## src/logic/pdmc_pkg.sv

```systemverilog
package pdmc_pkg;
  // ==========================================================================
  // Register map
  localparam logic [7:0] PDMC_CPU_CONTROL_ADDR = 8'h1f;
  localparam logic [7:0] PDMC_IO_CONTROL_ADDR = 8'h3f;
  localparam logic [7:0] PDMC_CPU_CONTROL_RST = 8'h00;
  localparam logic [7:0] PDMC_IO_CONTROL_RST = 8'h00;
  // ==========================================================================
  // Field positions
  localparam int PDMC_MODE_HI_BIT = 6;
  localparam int PDMC_MODE_LO_BIT = 3;
  localparam int PDMC_QUICK_BIT = 7;
  localparam int PDMC_IO_STOP_BIT = 5;
  // ==========================================================================
  // Timing, in half clocks, and derived whole cycles
  localparam int PDMC_CNT_W = 18;
  localparam int PDMC_RECOV_HALF_CLKS = 3;
  localparam int PDMC_IDLE_HALF_CLKS = 19;
  localparam int PDMC_QUICK_EXP = 6;
  localparam int PDMC_NORMAL_EXP = 17;
  localparam logic [PDMC_CNT_W-1:0] PDMC_RECOV_CYC = PDMC_CNT_W'((PDMC_RECOV_HALF_CLKS + 1) / 2);
  localparam logic [PDMC_CNT_W-1:0] PDMC_IDLE_CYC = PDMC_CNT_W'((PDMC_IDLE_HALF_CLKS + 1) / 2);
  localparam logic [PDMC_CNT_W-1:0] PDMC_QUICK_CYC = PDMC_CNT_W'(1 << PDMC_QUICK_EXP);
  localparam int PDMC_NORMAL_CYC = 1 << PDMC_NORMAL_EXP;
  // ==========================================================================
  // Sequencer states
  typedef enum logic [2:0] {
    PDMC_RUN, PDMC_HALTED, PDMC_IDLE, PDMC_STANDBY, PDMC_STAB, PDMC_RECOV
  } pdmc_state_t;
endpackage

```

## src/logic/pdmc_power_down.sv

```systemverilog
`timescale 1ns/10ps
// Overview of operation
// - SLEEP stops the core only and ends on reset or interrupt after at least 1.5 clocks.
// - I/O STOP halts on-chip I/O only and is left by clearing the control bit.
// - SYSTEM STOP stops core and I/O and ends on reset or interrupt after at least 1.5 clocks.
// - IDLE also stops the clock output and ends on reset, interrupt or bus request after 9.5 clocks.
// - STANDBY also stops the oscillator and wakes on reset, interrupt or bus request.
// - Quick recovery shortens the STANDBY wake wait to 2^6 plus 1.5 clocks instead of 2^17.
// - Bits D6 and D3 of cpu_control pick STANDBY (1,0) or IDLE.
// - An 18-bit counter counts 2^17 after a wake request before the source is acknowledged.
// - If the waking source drops during the count the device falls back into STANDBY.
// - Reset held through STANDBY restarts the device with normal reset timing from address 0.
// - Under reset the oscillator and system clock output run again at once.
module pdmc_power_down
  import pdmc_pkg::*;
#(
  parameter int STANDBY_STAB_CYC = PDMC_NORMAL_CYC
)
(
  input wire logic sys_clk,
  input wire logic nrst,
  input wire logic [7:0] io_addr,
  input wire logic io_wr,
  input wire logic io_rd,
  input wire logic [7:0] io_wdata,
  output logic [7:0] io_rdata,
  input wire logic sleep_exec,
  input wire logic irq,
  input wire logic external_bus_request,
  output logic cpu_stop,
  output logic io_stop,
  output logic osc_stop,
  output logic system_clock_output_en,
  output logic wake_ack
);
  // ==========================================================================
  // Registers
  logic [7:0] cpu_control_q;
  logic [7:0] cpu_control_d;
  logic [7:0] io_control_q;
  logic [7:0] io_control_d;
  logic [7:0] rdata_q;
  logic [7:0] rdata_d;

  always_comb begin
    cpu_control_d = cpu_control_q;
    io_control_d = io_control_q;
    rdata_d = rdata_q;
    if (io_wr && io_addr == PDMC_CPU_CONTROL_ADDR) begin
      cpu_control_d = io_wdata;
    end
    if (io_wr && io_addr == PDMC_IO_CONTROL_ADDR) begin
      io_control_d = io_wdata;
    end
    if (io_rd) begin
      case (io_addr)
        PDMC_CPU_CONTROL_ADDR: rdata_d = cpu_control_q;
        PDMC_IO_CONTROL_ADDR: rdata_d = io_control_q;
        default: rdata_d = 8'h00;
      endcase
    end
  end

  always_ff @(posedge sys_clk or negedge nrst) begin
    if (!nrst) begin
      cpu_control_q <= PDMC_CPU_CONTROL_RST;
      io_control_q <= PDMC_IO_CONTROL_RST;
      rdata_q <= 8'h00;
    end else begin
      cpu_control_q <= cpu_control_d;
      io_control_q <= io_control_d;
      rdata_q <= rdata_d;
    end
  end

  assign io_rdata = rdata_q;

  // ==========================================================================
  // Mode decode
  logic io_stop_bit;
  logic sel_standby;
  logic sel_idle;
  logic any_wake;

  assign io_stop_bit = io_control_q[PDMC_IO_STOP_BIT];
  assign sel_standby = cpu_control_q[PDMC_MODE_HI_BIT] && !cpu_control_q[PDMC_MODE_LO_BIT];
  assign sel_idle = !cpu_control_q[PDMC_MODE_HI_BIT] && cpu_control_q[PDMC_MODE_LO_BIT];
  assign any_wake = irq || external_bus_request;

  // ==========================================================================
  // Sequencer
  pdmc_state_t state_q;
  pdmc_state_t state_d;
  logic sys_stop_q;
  logic sys_stop_d;
  logic ack_q;
  logic ack_d;
  logic cnt_load;
  logic [PDMC_CNT_W-1:0] cnt_val;
  logic cnt_dec;
  logic cnt_done;

  always_comb begin
    state_d = state_q;
    sys_stop_d = sys_stop_q;
    ack_d = 1'b0;
    cnt_load = 1'b0;
    cnt_val = PDMC_RECOV_CYC;
    cnt_dec = 1'b0;
    case (state_q)
      PDMC_RUN: begin
        if (sleep_exec) begin
          // Remembered for every stop so recovery keeps the I/O halted
          sys_stop_d = io_stop_bit;
          if (io_stop_bit && sel_standby) begin
            state_d = PDMC_STANDBY;
          end else if (io_stop_bit && sel_idle) begin
            state_d = PDMC_IDLE;
          end else begin
            state_d = PDMC_HALTED;
          end
        end
      end
      PDMC_HALTED: begin
        if (irq) begin
          state_d = PDMC_RECOV;
          cnt_load = 1'b1;
          cnt_val = PDMC_RECOV_CYC;
        end
      end
      PDMC_IDLE: begin
        if (any_wake) begin
          state_d = PDMC_RECOV;
          cnt_load = 1'b1;
          cnt_val = PDMC_IDLE_CYC;
        end
      end
      PDMC_STANDBY: begin
        if (any_wake) begin
          state_d = PDMC_STAB;
          cnt_load = 1'b1;
          if (cpu_control_q[PDMC_QUICK_BIT]) begin
            cnt_val = PDMC_QUICK_CYC;
          end else begin
            cnt_val = PDMC_CNT_W'(STANDBY_STAB_CYC);
          end
        end
      end
      PDMC_STAB: begin
        cnt_dec = 1'b1;
        if (!any_wake) begin
          state_d = PDMC_STANDBY;
        end else if (cnt_done) begin
          state_d = PDMC_RECOV;
          cnt_load = 1'b1;
          cnt_val = PDMC_RECOV_CYC;
        end
      end
      PDMC_RECOV: begin
        cnt_dec = 1'b1;
        if (cnt_done) begin
          state_d = PDMC_RUN;
          sys_stop_d = 1'b0;
          ack_d = 1'b1;
        end
      end
      default: begin
        state_d = PDMC_RUN;
      end
    endcase
  end

  // Reset returns every stage to running clocks at once
  always_ff @(posedge sys_clk or negedge nrst) begin
    if (!nrst) begin
      state_q <= PDMC_RUN;
      sys_stop_q <= 1'b0;
      ack_q <= 1'b0;
    end else begin
      state_q <= state_d;
      sys_stop_q <= sys_stop_d;
      ack_q <= ack_d;
    end
  end

  pdmc_down_counter u_stab_cnt (
    .sys_clk(sys_clk),
    .nrst(nrst),
    .load(cnt_load),
    .load_val(cnt_val),
    .dec(cnt_dec),
    .done(cnt_done)
  );

  // ==========================================================================
  // Stop controls
  logic core_stop;
  logic unit_stop;
  logic clk_stop;
  logic osc_off;

  // Recovery keeps the I/O of the mode being left halted until the core runs
  always_comb begin
    core_stop = 1'b1;
    unit_stop = sys_stop_q;
    clk_stop = 1'b0;
    osc_off = 1'b0;
    case (state_q)
      PDMC_RUN: begin
        core_stop = 1'b0;
        unit_stop = io_stop_bit;
      end
      PDMC_HALTED: begin
        unit_stop = sys_stop_q;
      end
      PDMC_IDLE: begin
        unit_stop = 1'b1;
        clk_stop = 1'b1;
      end
      PDMC_STANDBY: begin
        unit_stop = 1'b1;
        clk_stop = 1'b1;
        osc_off = 1'b1;
      end
      PDMC_STAB: begin
        unit_stop = 1'b1;
        clk_stop = 1'b1;
      end
      default: begin
        core_stop = 1'b1;
      end
    endcase
  end

  assign cpu_stop = core_stop;
  assign io_stop = unit_stop;
  assign osc_stop = osc_off;
  assign system_clock_output_en = !clk_stop;
  assign wake_ack = ack_q;
endmodule // pdmc_power_down

```

## src/logic/pdmc_down_counter.sv

```systemverilog
`timescale 1ns/10ps
module pdmc_down_counter
  import pdmc_pkg::*;
(
  input wire logic sys_clk,
  input wire logic nrst,
  input wire logic load,
  input wire logic [PDMC_CNT_W-1:0] load_val,
  input wire logic dec,
  output logic done
);
  logic [PDMC_CNT_W-1:0] cnt_q;
  logic [PDMC_CNT_W-1:0] cnt_d;

  always_comb begin
    cnt_d = cnt_q;
    if (load) begin
      cnt_d = load_val;
    end else if (dec && cnt_q != '0) begin
      cnt_d = cnt_q - PDMC_CNT_W'(1);
    end
  end

  always_ff @(posedge sys_clk or negedge nrst) begin
    if (!nrst) begin
      cnt_q <= '0;
    end else begin
      cnt_q <= cnt_d;
    end
  end

  // Load is not looked at here: the sequencer loads on done, which would close a loop
  assign done = (cnt_q == PDMC_CNT_W'(1)) && dec;
endmodule // pdmc_down_counter

```

## config.mk

```make
export PLATFORM = sky130hd
export DESIGN_NAME = pdmc_power_down
export DESIGN_NICKNAME = d
export VERILOG_FILES = /design/src/logic/pdmc_pkg.sv /design/src/logic/pdmc_power_down.sv /design/src/logic/pdmc_down_counter.sv
export SDC_FILE = /design/constraint.sdc
export NUM_CORES = 1
export LEC_CHECK = 0
export BUFFER_PORTS_ARGS = -buffer_cell sky130_fd_sc_hd__buf_2
export CAP_MARGIN = 15
export CORE_ASPECT_RATIO = 0.7
export CORE_MARGIN = 4
export CORE_UTILIZATION = 40
export DETAILED_ROUTE_END_ITERATION = 10
export PLACE_DENSITY_LB_ADDON = 0.12
export SYNTH_ARGS = -nofsm -noshare
export SYNTH_HDL_FRONTEND = slang
export SYNTH_SLANG_ARGS = --single-unit
export TNS_END_PERCENT = 20
```

## constraint.sdc

```tcl
create_clock -name sys_clk -period 4.8 [get_ports sys_clk]
set_input_delay 0.96 -clock sys_clk [delete_from_list [all_inputs] [get_ports sys_clk]]
set_output_delay 0.96 -clock sys_clk [all_outputs]
set_load 0.01 [all_outputs]
```

# Word level (Yosys, flattened, before mapping)
# Cells that the tools add are included.
# word_totals
input_bits	23
ff_bits	47
out_inout_bits	13
# op_classes
addsub	1
n_eq_ne	14
mux	31
reduce_logical	21
# ops
op	n
two-way mux 18 bit	4
case mux 18 bit (2 select lines)	1
two-way mux 3 bit	7
== test 18 x 1 -> 1 bit (second input constant)	1
case mux 3 bit (6 select lines)	1
nonzero test 18 bit	1
subtractor 18 x 1 -> 18 bit (second input constant)	1
case mux 8 bit (2 select lines)	1
two-way mux 1 bit	11
!= test 2 bit (second input constant)	5
== test 8 x 5 -> 1 bit (second input constant)	1
== test 8 x 6 -> 1 bit (second input constant)	1
logical AND 1 bit	8
== test 3 x 2 -> 1 bit (second input constant)	2
== test 3 bit (second input constant)	2
AND reduction 6 bit	1
two-way mux 2 bit	2
two-way mux 4 bit	1
case mux 1 bit (2 select lines)	2
nonzero test 2 bit	2
OR reduction 2 bit	2
== test 3 x 1 -> 1 bit (second input constant)	1
zero test 1 bit	3
zero test 3 bit	1
5 further kinds	5

# Logic depth before layout (Yosys ltp)
# logic_depth
depth_word	8
mapped_depth	8
depth_no_buf	7

# Cells and area by module
# Synthesis repeated with hierarchy kept, for this count alone.
# hier_totals
hier_cells	282
hier_area_um2	2712.6
# modules_own_cells
module	cells_per_inst	area_per_inst_um2	n_inst
pdmc_power_down	141	1465.2	1
pdmc_down_counter	141	1247.4	1

# Worst setup path before layout
# Ideal clock, no wire load.
# synth_path
path_kind	input-to-reg
startpoint	in io_addr[7]
endpoint	reg cpu_control_q[0]
t_arrival_ns	2.403
required_ns	4.675
setup_time_ns	0.125
path_buffers	2
cell_stages	6
setup_slack_ns	2.272
path_cell_list	nor4_1 > nor2b_1 > clkbuf_1 > and2_1 > clkbuf_1 > mux2_2
# synth_between
elab_chain_len	2
# synth_rtl
element	line_no	rtl
start: declaration	pdmc_power_down.sv:22	input wire logic [7:0] io_addr,
== test 8 x 5 -> 1 bit	pdmc_power_down.sv:49	if (io_wr && io_addr == PDMC_CPU_CONTROL_ADDR) begin
logical AND 1 bit	pdmc_power_down.sv:49	
end signal: assignment	pdmc_power_down.sv:70	cpu_control_q <= cpu_control_d;
end: declaration	pdmc_power_down.sv:38	logic [7:0] cpu_control_q;
# Every way passes these cells.
# A chain may end at the register's enable or synchronous reset.

# Worst setup path in the final report
# layout_path
startpoint	reg u_stab_cnt.cnt_q[2]
endpoint	reg u_stab_cnt.cnt_q[11]
# layout_between
elab_chain_len	6
# layout_rtl
element	line_no	rtl
start: declaration	pdmc_down_counter.sv:12	logic [PDMC_CNT_W-1:0] cnt_q;
start signal: assignment	pdmc_down_counter.sv:28	cnt_q <= cnt_d;
parallel branches: the longest is 6 deep, another holds subtractor 18 x 1 -> 18 bit	n/a	
# Parallel ways; which one is timed is not known. The select of a mux whose other input is x is not followed.

==> out/results.env <==
STATUS='completed'
H-TREE-DEPTH=2
HP-CLASS='flop to flop'
SYNTH.YOSYS.SEQ_AREA_SHARE_PCT=48.7
WIRE_PER_INST_UM=14.7
DRIVE_ABOVE_1_SHARE_PCT=28.0
SLEW-LIMIT-HEADROOM_PCT=60.1
BOUNDARYPINS=36
ANTENNA_FOUND_INITIAL=0
GRT_START_MAX_NET_PINS=48
MAXCLOCKFREQUENCY_MHz=386
CRITPATHCAPTURETYPE='flop'
SETUP_WS_NS=2.21
AREA_DELTA_SYNTH_FINAL_PCT=16.3
SYNTH_COMMONEST_CELLS='dfrtp_1 (47), nor2_1 (25), a21oi_1 (19), mux2_2 (18)'
DETAILED_PLACE_HPWL_UM=3630
VIAS_PER_CELL=5.35
SYNTHDOMINANTCELLAREASHARE_PCT=48.7
GLOBAL_ROUTE.USAGE.TOTAL_PCT=15.1
POST-SYNTH-TOP-AREA-CELL='dfrtp_1'
GRT_SETUP_UNREPAIRED='no'
CTS-ROOT-TO-SINK-BUFFERS=2
DESIGN.DIE.AREA_SQ_UM=7370
FINAL.SETUP.TNS_NS=0
TIMING.CLOCK.SKEW_NS=0.0116
YOSYS_WARNINGS=0
CTS_SINKS=47
POST_CTS_RESIZE_COUNT=0
DIE_X_UM=101
FINAL_AREA_SQ_UM=2810
MAX_SLEW.WORST_PIN.SLEW_NS=0.598
POST_SYNTH.CELL_AREA_AVG_SQ_UM=10.2
SETUP.WORST_PATH.START_CLASS='flop'
FINALNETCOUNT=296
MAXCAPVIOLCOUNT=0
INITIAL_CORE_UTIL_PCT=41.8
GLOBAL_ROUTE_WIRE_LENGTH_BEFORE_REPAIR_UM=8770
TIMING.FINAL.CRIT_PERIOD_NS=2.59
AREA.SEQUENTIAL_SQ_UM=1180
HOLD_BUFFERS=0
NUMBER_OF_NETS_IN_THE_SYNTHESIZED_NETLIST=262
DOMINANTREGCELLSYNTH='dfrtp_1'
ANTENNA-DIODE-COUNT=0
CLK_ROOT_BUFFER_CELL='clkbuf_8'
DRT.ANTENNA.VIOLATING_NETS=0
FF_LATCH_COUNT_SYNTH=47
FINALWIRELENGTH_UM=5090
CLK_PIN_SLEW_NS=0.08
SYNTH_CELL_TYPES=48
GR-TOTAL-OVERFLOW=0
FLOORPLAN.DIE.HEIGHT_UM=73.0
CLOCK_INSERTION_DELAY_WORST_SKEW_NS=0.31
FILL_CELL_INSTANCE_COUNT_OF_THE_FINAL_LAYOUT=541
FIN_CRIT_SH_PCT=54.0
CRITICAL_PATH_REQUIRED_NS=5.03
GLOBALPLACE.CONGESTION=0.791
SYNTH_ENABLE_FLOP_CELLS=0
FLOORPLAN.CORE_AREA_SQ_UM=5780
YS_ASYNC_SR_FRACTION_PCT=100
WORST-ENDPOINT-ARRIVAL_NS=2.82
SYNTHESIS.AREA_SQ_UM=2420
POWER_LEAKAGE_nW=1.27
CRITICAL_PATH.MAX_FANOUT=9
VDD.IR_DROP.WORST_uV=150
CRITICALPATHCATEGORY='flop to flop'
POWER_DENSITY_nW_PER_UM2=507
POSTSYNTHCELLCOUNT=236
TOTAL_POWER_mW=1.43
SLEW_VIOLATIONS=0
CLOCK_TREE_FROM_TRITONCTS='yes'
FIRST_GLOBAL_VIAS=1819
PORT_BUFFERS=35
CTS_MADE_BUFFERS=5
FLOORPLAN.ROWS=23
PLACE_AREA_SQ_UM=2660
MULTIINPUTGATEAREA_SQ_UM=1180
FINAL-HOLD-VIOLATION-COUNT=0
RANKING_OF_SYNTHESIZED_CELLS_BY_AREA='dfrtp_1 (49%), mux2_2 (8.4%), a21oi_1 (3.9%)'
YOSYSMOSTFREQUENTCELL='dfrtp_1'
DRC_ERRORS=0
DETAIL_ROUTE.ITER0.VIOLATIONS=93
NUM_VIAS=1851
POST_CTS_BUFFERS=0
FINALSETUPVIOLATIONS=0
DRTPASS1ITERATIONS=4
PLACE_WORST_SETUP_SLACK_NS=1.83
-- logic make-up (layout without fill, tap and decap cells) --
| family | Yosys count | in the layout | synth area share [%] |
|---|---|---|---|
| compound gates | 56 | 56 | 15.0 |
| xor+xnor | 10 | 10 | 3.63 |
| fa+ha+maj | 3 | 3 | 1.55 |
| buf+inv | 16 | 51 | 2.64 |
| flops | 47 | 47 | 48.7 |
| mux | 20 | 20 | 9.22 |
| simple gates | 84 | 84 | 19.3 |
-- sequential cells by signal, summed over array words and instances, names as in the netlist --
signal and cells:
io_control_q 8, u_stab_cnt.cnt_q 18, wake_ack 1, cpu_control_q 8, io_rdata 8, sys_stop_q 1, state_q 3
-- where the power goes --
part | internal [mW] | switching (mW) | total (mW)
combinational | 0.239 | 0.284 | 0.523
clock | 0.208 | 0.136 | 0.343
sequential | 0.471 | 0.0891 | 0.560
-- worst paths after layout --
path | start | endpoint | slack, ns | cells after the start
max in group asynchronous | nrst | io_control_q[2]$_DFFE_PN0P_ | 3.65 | 2
worst min-delay path | cpu_control_q[4]$_DFFE_PN0P_ | cpu_control_q[4]$_DFFE_PN0P_ | 0.51 | 1
worst max-delay path | u_stab_cnt.cnt_q[2]$_DFFE_PN0P_ | u_stab_cnt.cnt_q[11]$_DFFE_PN0P_ | 2.21 | 5
min in group asynchronous | nrst | u_stab_cnt.cnt_q[16]$_DFFE_PN0P_ | 0.73 | 2
worst min register to register | cpu_control_q[4]$_DFFE_PN0P_ | cpu_control_q[4]$_DFFE_PN0P_ | 0.51 | 1
worst max register to register | u_stab_cnt.cnt_q[2]$_DFFE_PN0P_ | u_stab_cnt.cnt_q[11]$_DFFE_PN0P_ | 2.21 | 5
-- routing by layer --
layer  share of wire [%]  GRT usage [%]
met5                   0              0
met4                 1.7           5.46
met3                 5.0           3.72
met2                  39           20.4
met1                  55           23.2
-- critical path, cell delays in order (launching register included) --
cell and delay (ns):
dfrtp_1 0.42, or3_4 0.39, or4_1 0.58, or3_1 0.53
or4_1 0.43, a21oi_1 0.16
-- through the flow --
step	instances	hold slack, ns	util, %
finish	346	0.512	48.6
global route	346	0.536	48.6
global placement	337	0.489	46.0
floorplan	236	0.480	-
CTS	345	0.515	48.4
detailed placement	337	0.493	46.0
-- area by class of cell --
cell class	count	share of cell area, %
clock inverters	3	2.40
well taps	75	3.34
flip-flops and latches	47	41.9
repair buffers	40	7.70
multi-input cells	173	41.9
clock buffers	5	2.45
inverters	3	0.401
-- placed cells by master, fill, tap and decap left out, types with 2 or more instances in the layout --
cell,instances
buf_4,4
nor2_1,25
o21ai_0,9
inv_1,3
nand2b_1,3
a22oi_1,8
mux2i_1,2
or2_2,5
dfrtp_1,47
nor2b_1,4
buf_2,35
nand4b_1,2
nand3_1,2
o32ai_1,2
o31ai_1,2
ha_1,3
or3_1,8
bufinv_16,2
nor3_1,4
a21oi_1,19
or4_1,7
nor4_1,7
and2_1,3
nand3b_1,2
clkbuf_8,5
xnor2_1,8
nand2_1,8
mux2_2,18
xor2_1,2
o211ai_1,2
Note: power is estimated with default switching activity, not from simulation.
